## config.mk

```make
export PLATFORM = sky130hd
export DESIGN_NAME = pie_enable_bank
export DESIGN_NICKNAME = d
export VERILOG_FILES = /design/src/rtl/pie_pkg.sv /design/src/rtl/pie_enable_bank.sv
export SDC_FILE = /design/constraint.sdc
export NUM_CORES = 1
export LEC_CHECK = 0
export ABC_AREA = 1
export BUFFER_PORTS_ARGS = -buffer_cell sky130_fd_sc_hd__buf_2
export CAP_MARGIN = 5
export CORE_ASPECT_RATIO = 2
export CORE_UTILIZATION = 40
export DETAILED_ROUTE_END_ITERATION = 10
export GPL_ROUTABILITY_DRIVEN = 0
export PLACE_DENSITY = 0.69
export SLEW_MARGIN = 20
export SYNTH_ARGS = -nofsm -noshare
export SYNTH_HDL_FRONTEND = slang
export SYNTH_SLANG_ARGS = --single-unit
```

## constraint.sdc

```tcl
create_clock -name i_sys_clk -period 1.43 [get_ports i_sys_clk]
set_clock_uncertainty 0.05 [all_clocks]
set_input_delay 0.143 -clock i_sys_clk [delete_from_list [all_inputs] [get_ports i_sys_clk]]
set_output_delay 0.143 -clock i_sys_clk [all_outputs]
set_load 0.005 [all_outputs]
```

## src/rtl/pie_pkg.sv

```systemverilog
// package: register map, field positions and bus codes of the enable bank
package pie_pkg;
  localparam int ADDR_W = 8;
  localparam int DATA_W = 32;
  localparam int REG_W = 8;
  // byte addresses of the registers
  localparam logic [ADDR_W-1:0] CORE_CTRL_OFS = 8'h88;
  localparam logic [ADDR_W-1:0] ENABLE_1_OFS = 8'h8c;
  localparam logic [ADDR_W-1:0] FLAG_1_OFS = 8'h90;
  // reset values
  localparam logic [REG_W-1:0] ENABLE_1_RST = 8'h00;
  localparam logic [REG_W-1:0] CORE_CTRL_RST = 8'h00;
  localparam logic [REG_W-1:0] FLAG_1_RST = 8'h00;
  // core control field positions
  localparam int GLOBAL_EN_BIT = 7;
  localparam int GROUP_EN_BIT = 6;
  localparam logic [REG_W-1:0] CORE_CTRL_MASK = 8'hc0;
  // enable bank field positions, one source each
  localparam int EEPROM_WR_BIT = 7;
  localparam int CONV_DONE_BIT = 6;
  localparam int SER_RX_BIT = 5;
  localparam int SER_TX_BIT = 4;
  localparam int SYNC_SER_BIT = 3;
  localparam int CAPCOMP1_BIT = 2;
  localparam int TIMER2_MATCH_BIT = 1;
  localparam int TIMER1_OVF_BIT = 0;
  // axi response codes
  localparam logic [1:0] RESP_OKAY = 2'b00;
  localparam logic [1:0] RESP_SLVERR = 2'b10;
  localparam logic [DATA_W-1:0] RDATA_ZERO = 32'h0000_0000;
endpackage

```

## src/rtl/pie_enable_bank.sv

```systemverilog
// peripheral interrupt enable bank with an axi4-lite register slave
// Functional notes
// - no peripheral interrupt without group enable bit
// - 8-bit rw enable register, clears at reset
// - bit 5 gates serial receive interrupt
// - bit 4 gates serial transmit interrupt
// - bit 3 gates sync serial port interrupt
// - bit 2 gates capture/compare 1 interrupt
// - bit 1 gates timer two match interrupt
// - flags set regardless of any enable
`timescale 1ns/1ps
module pie_enable_bank (
  input wire logic i_sys_clk,
  input wire logic i_nrst,
  // one-cycle event pulses from the peripherals, same clock
  input wire logic [pie_pkg::REG_W-1:0] i_event,
  // axi4-lite write address
  input wire logic i_awvalid,
  output logic o_awready,
  input wire logic [pie_pkg::ADDR_W-1:0] i_awaddr,
  input wire logic [2:0] i_awprot,
  // axi4-lite write data
  input wire logic i_wvalid,
  output logic o_wready,
  input wire logic [pie_pkg::DATA_W-1:0] i_wdata,
  input wire logic [3:0] i_wstrb,
  // axi4-lite write response
  output logic o_bvalid,
  input wire logic i_bready,
  output logic [1:0] o_bresp,
  // axi4-lite read address
  input wire logic i_arvalid,
  output logic o_arready,
  input wire logic [pie_pkg::ADDR_W-1:0] i_araddr,
  input wire logic [2:0] i_arprot,
  // axi4-lite read data
  output logic o_rvalid,
  input wire logic i_rready,
  output logic [pie_pkg::DATA_W-1:0] o_rdata,
  output logic [1:0] o_rresp,
  // gated per-source requests and the combined interrupt
  output logic [pie_pkg::REG_W-1:0] o_src_req,
  output logic o_irq
);
  import pie_pkg::*;

  logic [REG_W-1:0] enable_1;
  logic [REG_W-1:0] core_ctrl;
  logic [REG_W-1:0] flag_1;
  logic [ADDR_W-1:0] aw_addr;
  logic [DATA_W-1:0] w_data;
  logic [3:0] w_strb;
  logic aw_hs;
  logic w_hs;
  logic do_write;
  logic ar_hs;
  logic flag_rd_clr;
  logic [REG_W-1:0] next_flag;
  logic [REG_W-1:0] gated;

  // true for any address that holds a register
  function automatic logic is_mapped(input logic [ADDR_W-1:0] a);
    return (a == CORE_CTRL_OFS) || (a == ENABLE_1_OFS) ||
           (a == FLAG_1_OFS);
  endfunction

  // register contents as seen by a read, upper bits zero
  function automatic logic [DATA_W-1:0] rd_word(
    input logic [ADDR_W-1:0] a,
    input logic [REG_W-1:0] ctl,
    input logic [REG_W-1:0] en,
    input logic [REG_W-1:0] fl);
    logic [REG_W-1:0] v;
    v = '0;
    case (a)
      CORE_CTRL_OFS: v = ctl & CORE_CTRL_MASK;
      ENABLE_1_OFS: v = en;
      FLAG_1_OFS: v = fl;
      default: v = '0;
    endcase
    return {{(DATA_W-REG_W){1'b0}}, v};
  endfunction

  // handshake terms
  assign aw_hs = i_awvalid && o_awready;
  assign w_hs = i_wvalid && o_wready;
  assign ar_hs = i_arvalid && o_arready;
  // both halves held and no response outstanding
  assign do_write = !o_awready && !o_wready && !o_bvalid;
  assign flag_rd_clr = ar_hs && (i_araddr == FLAG_1_OFS);

  // write address channel: one write in flight at a time
  always_ff @(posedge i_sys_clk or negedge i_nrst) begin
    if (!i_nrst) begin
      o_awready <= 1'b1;
      aw_addr <= '0;
    end else if (aw_hs) begin
      o_awready <= 1'b0;
      aw_addr <= i_awaddr;
    end else if (o_bvalid && i_bready) begin
      o_awready <= 1'b1;
    end
  end

  // write data channel, taken in either order against the address
  always_ff @(posedge i_sys_clk or negedge i_nrst) begin
    if (!i_nrst) begin
      o_wready <= 1'b1;
      w_data <= '0;
      w_strb <= '0;
    end else if (w_hs) begin
      o_wready <= 1'b0;
      w_data <= i_wdata;
      w_strb <= i_wstrb;
    end else if (o_bvalid && i_bready) begin
      o_wready <= 1'b1;
    end
  end

  // write response; unmapped addresses answer slverr
  always_ff @(posedge i_sys_clk or negedge i_nrst) begin
    if (!i_nrst) begin
      o_bvalid <= 1'b0;
      o_bresp <= RESP_OKAY;
    end else if (do_write) begin
      o_bvalid <= 1'b1;
      o_bresp <= is_mapped(aw_addr) ? RESP_OKAY : RESP_SLVERR;
    end else if (o_bvalid && i_bready) begin
      o_bvalid <= 1'b0;
    end
  end

  // enable bank: plain read/write byte, lane 0 only
  always_ff @(posedge i_sys_clk or negedge i_nrst) begin
    if (!i_nrst) begin
      enable_1 <= ENABLE_1_RST;
    end else if (do_write && aw_addr == ENABLE_1_OFS && w_strb[0]) begin
      enable_1 <= w_data[REG_W-1:0];
    end
  end

  // core control: global and group enables, other bits reserved
  always_ff @(posedge i_sys_clk or negedge i_nrst) begin
    if (!i_nrst) begin
      core_ctrl <= CORE_CTRL_RST;
    end else if (do_write && aw_addr == CORE_CTRL_OFS && w_strb[0]) begin
      core_ctrl <= w_data[REG_W-1:0] & CORE_CTRL_MASK;
    end
  end

  // flags latch every event whatever the enables; a new event
  // beats the read that clears, so nothing is lost
  always_comb begin
    next_flag = flag_1;
    if (flag_rd_clr) begin
      next_flag = '0;
    end
    next_flag = next_flag | i_event;
  end

  always_ff @(posedge i_sys_clk or negedge i_nrst) begin
    if (!i_nrst) begin
      flag_1 <= FLAG_1_RST;
    end else begin
      flag_1 <= next_flag;
    end
  end

  // read channel answers one cycle after the address is taken
  always_ff @(posedge i_sys_clk or negedge i_nrst) begin
    if (!i_nrst) begin
      o_arready <= 1'b1;
      o_rvalid <= 1'b0;
      o_rdata <= RDATA_ZERO;
      o_rresp <= RESP_OKAY;
    end else if (ar_hs) begin
      o_arready <= 1'b0;
      o_rvalid <= 1'b1;
      o_rdata <= rd_word(i_araddr, core_ctrl, enable_1, flag_1);
      o_rresp <= is_mapped(i_araddr) ? RESP_OKAY : RESP_SLVERR;
    end else if (o_rvalid && i_rready) begin
      o_arready <= 1'b1;
      o_rvalid <= 1'b0;
    end
  end

  // each flag reaches the request only through its own enable
  // and the group enable; software should clear stale flags
  // before enabling, or an old event fires at once
  assign gated = flag_1 & enable_1 &
                 {REG_W{core_ctrl[GROUP_EN_BIT]}};

  // registered outputs: one cycle from flag to request
  always_ff @(posedge i_sys_clk or negedge i_nrst) begin
    if (!i_nrst) begin
      o_src_req <= '0;
    end else begin
      o_src_req <= gated;
    end
  end

  // level interrupt also needs the global enable
  always_ff @(posedge i_sys_clk or negedge i_nrst) begin
    if (!i_nrst) begin
      o_irq <= 1'b0;
    end else begin
      o_irq <= core_ctrl[GLOBAL_EN_BIT] && (|gated);
    end
  end

  // group enable off means no request and no interrupt
  a_group_gate: assert property (
    @(posedge i_sys_clk) disable iff (!i_nrst)
    !core_ctrl[GROUP_EN_BIT] |=> (o_src_req == '0) && !o_irq)
    else $error("request passed with group enable off");

  // a write of lane 0 to the enable bank lands next cycle
  a_enable_write: assert property (
    @(posedge i_sys_clk) disable iff (!i_nrst)
    do_write && aw_addr == ENABLE_1_OFS && w_strb[0]
    |=> enable_1 == $past(w_data[REG_W-1:0]) && o_bvalid &&
        o_bresp == RESP_OKAY)
    else $error("enable bank write not stored");

  a_rx_gate: assert property (
    @(posedge i_sys_clk) disable iff (!i_nrst)
    ##1 o_src_req[SER_RX_BIT] == $past(flag_1[SER_RX_BIT] &&
      enable_1[SER_RX_BIT] && core_ctrl[GROUP_EN_BIT]))
    else $error("serial receive gate wrong");

  a_tx_gate: assert property (
    @(posedge i_sys_clk) disable iff (!i_nrst)
    !enable_1[SER_TX_BIT] |=> !o_src_req[SER_TX_BIT])
    else $error("serial transmit passed while disabled");

  a_sync_gate: assert property (
    @(posedge i_sys_clk) disable iff (!i_nrst)
    flag_1[SYNC_SER_BIT] && enable_1[SYNC_SER_BIT] &&
    core_ctrl[GROUP_EN_BIT] |=> o_src_req[SYNC_SER_BIT])
    else $error("sync serial request missing");

  a_capcomp_gate: assert property (
    @(posedge i_sys_clk) disable iff (!i_nrst)
    ##1 o_src_req[CAPCOMP1_BIT] == $past(flag_1[CAPCOMP1_BIT] &&
      enable_1[CAPCOMP1_BIT] && core_ctrl[GROUP_EN_BIT]))
    else $error("capture compare gate wrong");

  a_timer2_gate: assert property (
    @(posedge i_sys_clk) disable iff (!i_nrst)
    !enable_1[TIMER2_MATCH_BIT] |=> !o_src_req[TIMER2_MATCH_BIT])
    else $error("timer two match passed while disabled");

  a_irq_combine: assert property (
    @(posedge i_sys_clk) disable iff (!i_nrst)
    ##1 o_irq == $past(core_ctrl[GLOBAL_EN_BIT] && (|(flag_1 &
      enable_1 & {REG_W{core_ctrl[GROUP_EN_BIT]}}))))
    else $error("interrupt output does not match gated flags");

  a_flag_sets: assert property (
    @(posedge i_sys_clk) disable iff (!i_nrst)
    i_event[SER_RX_BIT] |=> flag_1[SER_RX_BIT])
    else $error("event lost from flag register");

  // a disabled sync serial source never requests
  a_sync_block: assert property (
    @(posedge i_sys_clk) disable iff (!i_nrst)
    !enable_1[SYNC_SER_BIT] |=> !o_src_req[SYNC_SER_BIT])
    else $error("sync serial passed while disabled");

  // timer two match passes once flag, enable and group agree
  a_timer2_pass: assert property (
    @(posedge i_sys_clk) disable iff (!i_nrst)
    flag_1[TIMER2_MATCH_BIT] && enable_1[TIMER2_MATCH_BIT] &&
    core_ctrl[GROUP_EN_BIT] |=> o_src_req[TIMER2_MATCH_BIT])
    else $error("timer two match request missing");

  // the three further sources follow their own enable bits
  a_eeprom_gate: assert property (
    @(posedge i_sys_clk) disable iff (!i_nrst)
    ##1 o_src_req[EEPROM_WR_BIT] == $past(flag_1[EEPROM_WR_BIT] &&
      enable_1[EEPROM_WR_BIT] && core_ctrl[GROUP_EN_BIT]))
    else $error("eeprom write done gate wrong");

  a_conv_gate: assert property (
    @(posedge i_sys_clk) disable iff (!i_nrst)
    ##1 o_src_req[CONV_DONE_BIT] == $past(flag_1[CONV_DONE_BIT] &&
      enable_1[CONV_DONE_BIT] && core_ctrl[GROUP_EN_BIT]))
    else $error("conversion done gate wrong");

  a_timer1_gate: assert property (
    @(posedge i_sys_clk) disable iff (!i_nrst)
    ##1 o_src_req[TIMER1_OVF_BIT] == $past(flag_1[TIMER1_OVF_BIT] &&
      enable_1[TIMER1_OVF_BIT] && core_ctrl[GROUP_EN_BIT]))
    else $error("timer one overflow gate wrong");

  // a read of the flags empties them unless a new event lands
  a_flag_clear: assert property (
    @(posedge i_sys_clk) disable iff (!i_nrst)
    flag_rd_clr && (i_event == '0) |=> flag_1 == '0)
    else $error("flag register not cleared by read");

  // the enable bank holds unless a lane 0 write to it lands
  a_enable_hold: assert property (
    @(posedge i_sys_clk) disable iff (!i_nrst)
    !(do_write && aw_addr == ENABLE_1_OFS && w_strb[0])
    |=> $stable(enable_1))
    else $error("enable bank changed without a write");

  // unmapped writes answer slave error and touch no register
  a_write_refused: assert property (
    @(posedge i_sys_clk) disable iff (!i_nrst)
    do_write && !is_mapped(aw_addr)
    |=> o_bresp == RESP_SLVERR && $stable(enable_1) &&
        $stable(core_ctrl))
    else $error("unmapped write not refused");

  // a read of the enable bank returns the byte, upper bits zero
  a_enable_read: assert property (
    @(posedge i_sys_clk) disable iff (!i_nrst)
    ar_hs && i_araddr == ENABLE_1_OFS
    |=> o_rvalid && o_rdata == {{(DATA_W-REG_W){1'b0}}, $past(enable_1)})
    else $error("enable bank read data wrong");

endmodule // pie_enable_bank

```

# Word-level counts from Yosys, hierarchy flattened
# Index checks and enable logic that the tools add are counted.
# word_totals
regBits	61
latchBits	0
mem_bits_rw	0
rom_bits	0
wordCells	63
n_memories	0
# op_classes
addsub	0
n_mul	0
div_mod_pow	0
order_cmp	0
n_eq_ne	6
n_shift	0
mux	13
bitwise_logic	3
n_reduce_logical	25
# op_table
operator	n
$eq 8x8->1 const B	6
$pmux 8 s3	1
$and 8x8->8	2
$logic_and 1x1->1	13
$mux 1	9
$mux 8	1
$or 8x8->8	1
$reduce_bool 2->1	4
$reduce_or 8->1	1
$logic_or 1x1->1	4
$mux 2	2
$logic_not 1->1	3

# Logic depth before layout (Yosys ltp)
# logic_depth
ltp_word	5
depth_mapped	8

# Worst setup path after synthesis
# Ideal clock, no wire load.
# synth_timing
path_type	reg2reg
startpoint	reg o_arready
endpoint	reg o_rdata[0] in the netlist's numbering
setup_time_ns	0.069
arrival_ns	1.063
required_time_ns	1.311
path_slack_ns	0.248
stages_incl_launch_ff	5
n_path_buf	0
cell_sequence	dfstp_2 > nand2_1 > inv_1 > nand4_1 > nand3_1
# synth_via
elab_chain_len	1
# synth_lines
element	line_no	text
from (decl)	pie_enable_bank.sv:33	output logic o_arready,
from (signal assigned)	pie_enable_bank.sv:172	o_arready <= 1'b1;
from (signal assigned)	pie_enable_bank.sv:177	o_arready <= 1'b0;
from (signal assigned)	pie_enable_bank.sv:182	o_arready <= 1'b1;
$logic_and 1x1->1	pie_enable_bank.sv:87	assign ar_hs = i_arvalid && o_arready;
to (signal assigned)	pie_enable_bank.sv:179	o_rdata <= rd_word(i_araddr, core_ctrl, enable_1, flag_1);
to (decl)	pie_enable_bank.sv:39	output logic [pie_pkg::DATA_W-1:0] o_rdata,
# Every way passes these cells.
# A chain may end at the register's enable or synchronous reset.

# Worst setup path after layout
# layout_timing
startpoint	reg o_awready
endpoint	reg aw_addr[6]
# layout_via
elab_chain_len	1
# layout_lines
element	line_no	text
from (decl)	pie_enable_bank.sv:19	output logic o_awready,
from (signal assigned)	pie_enable_bank.sv:95	o_awready <= 1'b1;
from (signal assigned)	pie_enable_bank.sv:98	o_awready <= 1'b0;
from (signal assigned)	pie_enable_bank.sv:101	o_awready <= 1'b1;
$logic_and 1x1->1	pie_enable_bank.sv:85	assign aw_hs = i_awvalid && o_awready;
to (signal assigned)	pie_enable_bank.sv:99	aw_addr <= i_awaddr;
to (decl)	pie_enable_bank.sv:50	logic [ADDR_W-1:0] aw_addr;
# Every way passes these cells.

==> impl_metrics.tcl <==
set metrics [dict create \
    status "finished clean" \
    die_area_um2 7440 \
    end_kind "flip-flop" \
    numCtsBuffers 9 \
    std_cell_rows 43 \
    synth_cell_types 23 \
    vias_per_cell 4.31 \
    ys_ff_latch 59 \
    fin_setup_tns_ns 0 \
    htreeDepth 3 \
    hold_viol 0 \
    yosysTopAreaCellShare 0.495 \
    yosys.area_share.simple 0.231 \
    drc 0 \
    crit_fanout 12 \
    powerDensity_nw_per_um2 1530 \
    cp_data_required_time_ns 1.59 \
    final_common_cell "buf_2" \
    firstDrtPassIters 4 \
    start_kind "flip-flop" \
    ioPinCount 123 \
    antenna_cells 0 \
    leakage_uw 0.00219 \
    fin_util 0.523 \
    ff2ff_setup_slack_ns 0.13 \
    vdd_drop_max_v 0.00100 \
    initial_core_util 0.411 \
    ant_nets 0 \
    dp_hpwl_mm 4.23 \
    path_class "flip-flop to flip-flop" \
    port_buffers 63 \
    reg2reg_to "aw_addr[6]" \
    fillers 652 \
    path_clk_slew_ns 0.05 \
    synth_mux_area_frac 0.0119 \
    critical_path_arrival_ns 1.46 \
    antenna_found_initial 0 \
    cap_violations 0 \
    synth_top_family_by_area "simple AND/OR/NAND/NOR gates" \
    r2r-start "o_awready" \
    cts_tree "built" \
    die_x_um 61.5 \
    syn_area_per_cell_um2 8.84 \
    cts_buffer_depth 2 \
    nets 482 \
    fin_crit_ns 1.30 \
    area_growth_syn_to_layout_pct 27.3 \
    path_depth 2 \
    yosys-top-cells-area "dfrtp_1, inv_1, nand2_1" \
    max_stage_delay_ns 0.55 \
    cts_root_buf "clkbuf_16" \
    ctsHoldBuffers 13 \
    hp-start "i_wdata[5]" \
    grt_use_total 0.172 \
    rsz0062_at_grt "false" \
    cp_slowest_cell "dfstp_2" \
    synth_xor_area_frac 0 \
    grt_pass1_vias 2168 \
    cts_resized 0 \
    fin_cells 503 \
    synth_compound_area_frac 0.0734 \
    syn_area_um2 2830 \
    drv_slew 0 \
    min-delay-path-class "input pin to flip-flop" \
    fp.dieH_um 121 \
    min_to "w_data[5]" \
    drive_gt1_frac 0.262 \
    worstPathCellList "nand2_1, mux2_2" \
    grt_max_degree 24 \
    clock_sinks 59 \
    ys_seq_area_frac 0.523 \
    grt_pass1_wl_mm 9.20 \
    wl_per_cell_um 11.1 \
    period_share 0.911 \
    ff2ff_path_depth 2 \
    dpl.cell_count 474 \
    post-cts-setup-buffers 0 \
    yosys.area_share.adder 0 \
    clock_latency_ns 0.32 \
    vias 2166 \
    core-area_um2 6890 \
    cp_top_family "flip-flops" \
    crit_buf_inv 0 \
    final_cell_mix "buf_2, inv_1, nand2_1, dfrtp_1, nand3_1" \
    yosysWarnings 0 \
    max_freq_mhz 768 \
    wl_mm 5.56 \
    syn_inst 320 \
    finalSetupViolCount 0 \
    drt_iter0_markers 65 \
    gr-total-overflow 0 \
    hold_depth 3 \
    yosys.area.top_type "dfrtp_1" \
]
cells by family after synthesis:
group / count (synthesis)
simple gates: 128
buf+inv: 92
flops: 59
compound gates: 37
mux: 3
other cells: 1
worst max path at each step:
stage                          start      endpoint  slack [ns]
after CTS                  o_awready    aw_addr[6]        0.11
after global routing      aw_addr[1]  core_ctrl[7]       0.005
after global placement     o_awready    aw_addr[6]        0.14
after detailed placement   o_awready    aw_addr[1]        0.12
final                      o_awready    aw_addr[6]        0.13
after floorplan            o_arready    o_rdata[0]        0.25
layout make-up:
type / instances / area, um^2 / area share
Sequential cell: 59 / 1480 / 0.411
Clock buffer: 10 / 239 / 0.0663
Inverter: 61 / 229 / 0.0635
Clock inverter: 5 / 30.0 / 0.00833
Timing Repair Buffer: 84 / 520 / 0.144
Tap cell: 90 / 113 / 0.0312
Multi-Input combinational cell: 194 / 992 / 0.275
synthesized netlist by cell type:
library cell,number
o21bai_1,8
o21a_1,1
nand2_4,2
mux2_2,3
o21ai_0,7
nor2_8,3
nand4_1,4
conb_1,1
o21ai_1,7
nand3_2,2
nor2_4,2
nor2_2,5
nand3_4,1
dfstp_2,3
nand2_1,58
a21oi_1,14
nand3_1,32
nand2_2,2
buf_4,27
nor2_1,17
dfrtp_1,56
inv_1,61
buf_2,4
power breakdown:
part	switching (uW)	internal (uW)	leakage, uW	total (uW)
clock	702	1190	0.000130	1900
sequential	236	2120	0.000712	2360
combinational	776	498	0.00135	1270
total	1710	3810	0.00219	5530
per-layer routing:
layer  global-route usage  vias up  wire [um]
li1                     -     1109          -
met1                0.165      966       2020
met2                0.307       75       3120
met3               0.0554       16        247
met4               0.0875        0        164
met5                    0        -          0
worst min-delay path, delay by kind of cell:
| family | cells | cell delay [ns] |
|---|---|---|
| buf+inv | 1 | 0.08 |
| simple gates | 1 | 0.04 |
| compound gates | 1 | 0.10 |
flip-flops by register name (all words and copies together), names as in the netlist:
register	flops
o_bresp	1
w_data	8
o_awready	1
aw_addr	8
flag_1	8
o_wready	1
o_src_req	8
o_rvalid	1
enable_1	8
o_irq	1
o_rresp	1
o_arready	1
o_rdata	8
o_bvalid	1
core_ctrl	2
w_strb	1
stage by stage:
| stage | total power [uW] | hold WS (ns) | area [um^2] | setup slack, ns |
|---|---|---|---|---|
| 5_1_grt | 5920 | 0.0363 | 3600 | 0.00514 |
| 3_3_place_gp | 3580 | 0.0178 | 3190 | 0.144 |
| 3_5_place_dp | 3640 | 0.0226 | 3190 | 0.121 |
| 4_1_cts | 5580 | 0.00710 | 3590 | 0.110 |
| 6_report | 5530 | 0.0224 | 3600 | 0.127 |
| 2_1_floorplan | 3270 | -0.203 | 2920 | 0.248 |
No activity file was read; power rests on OpenSTA's default activity.
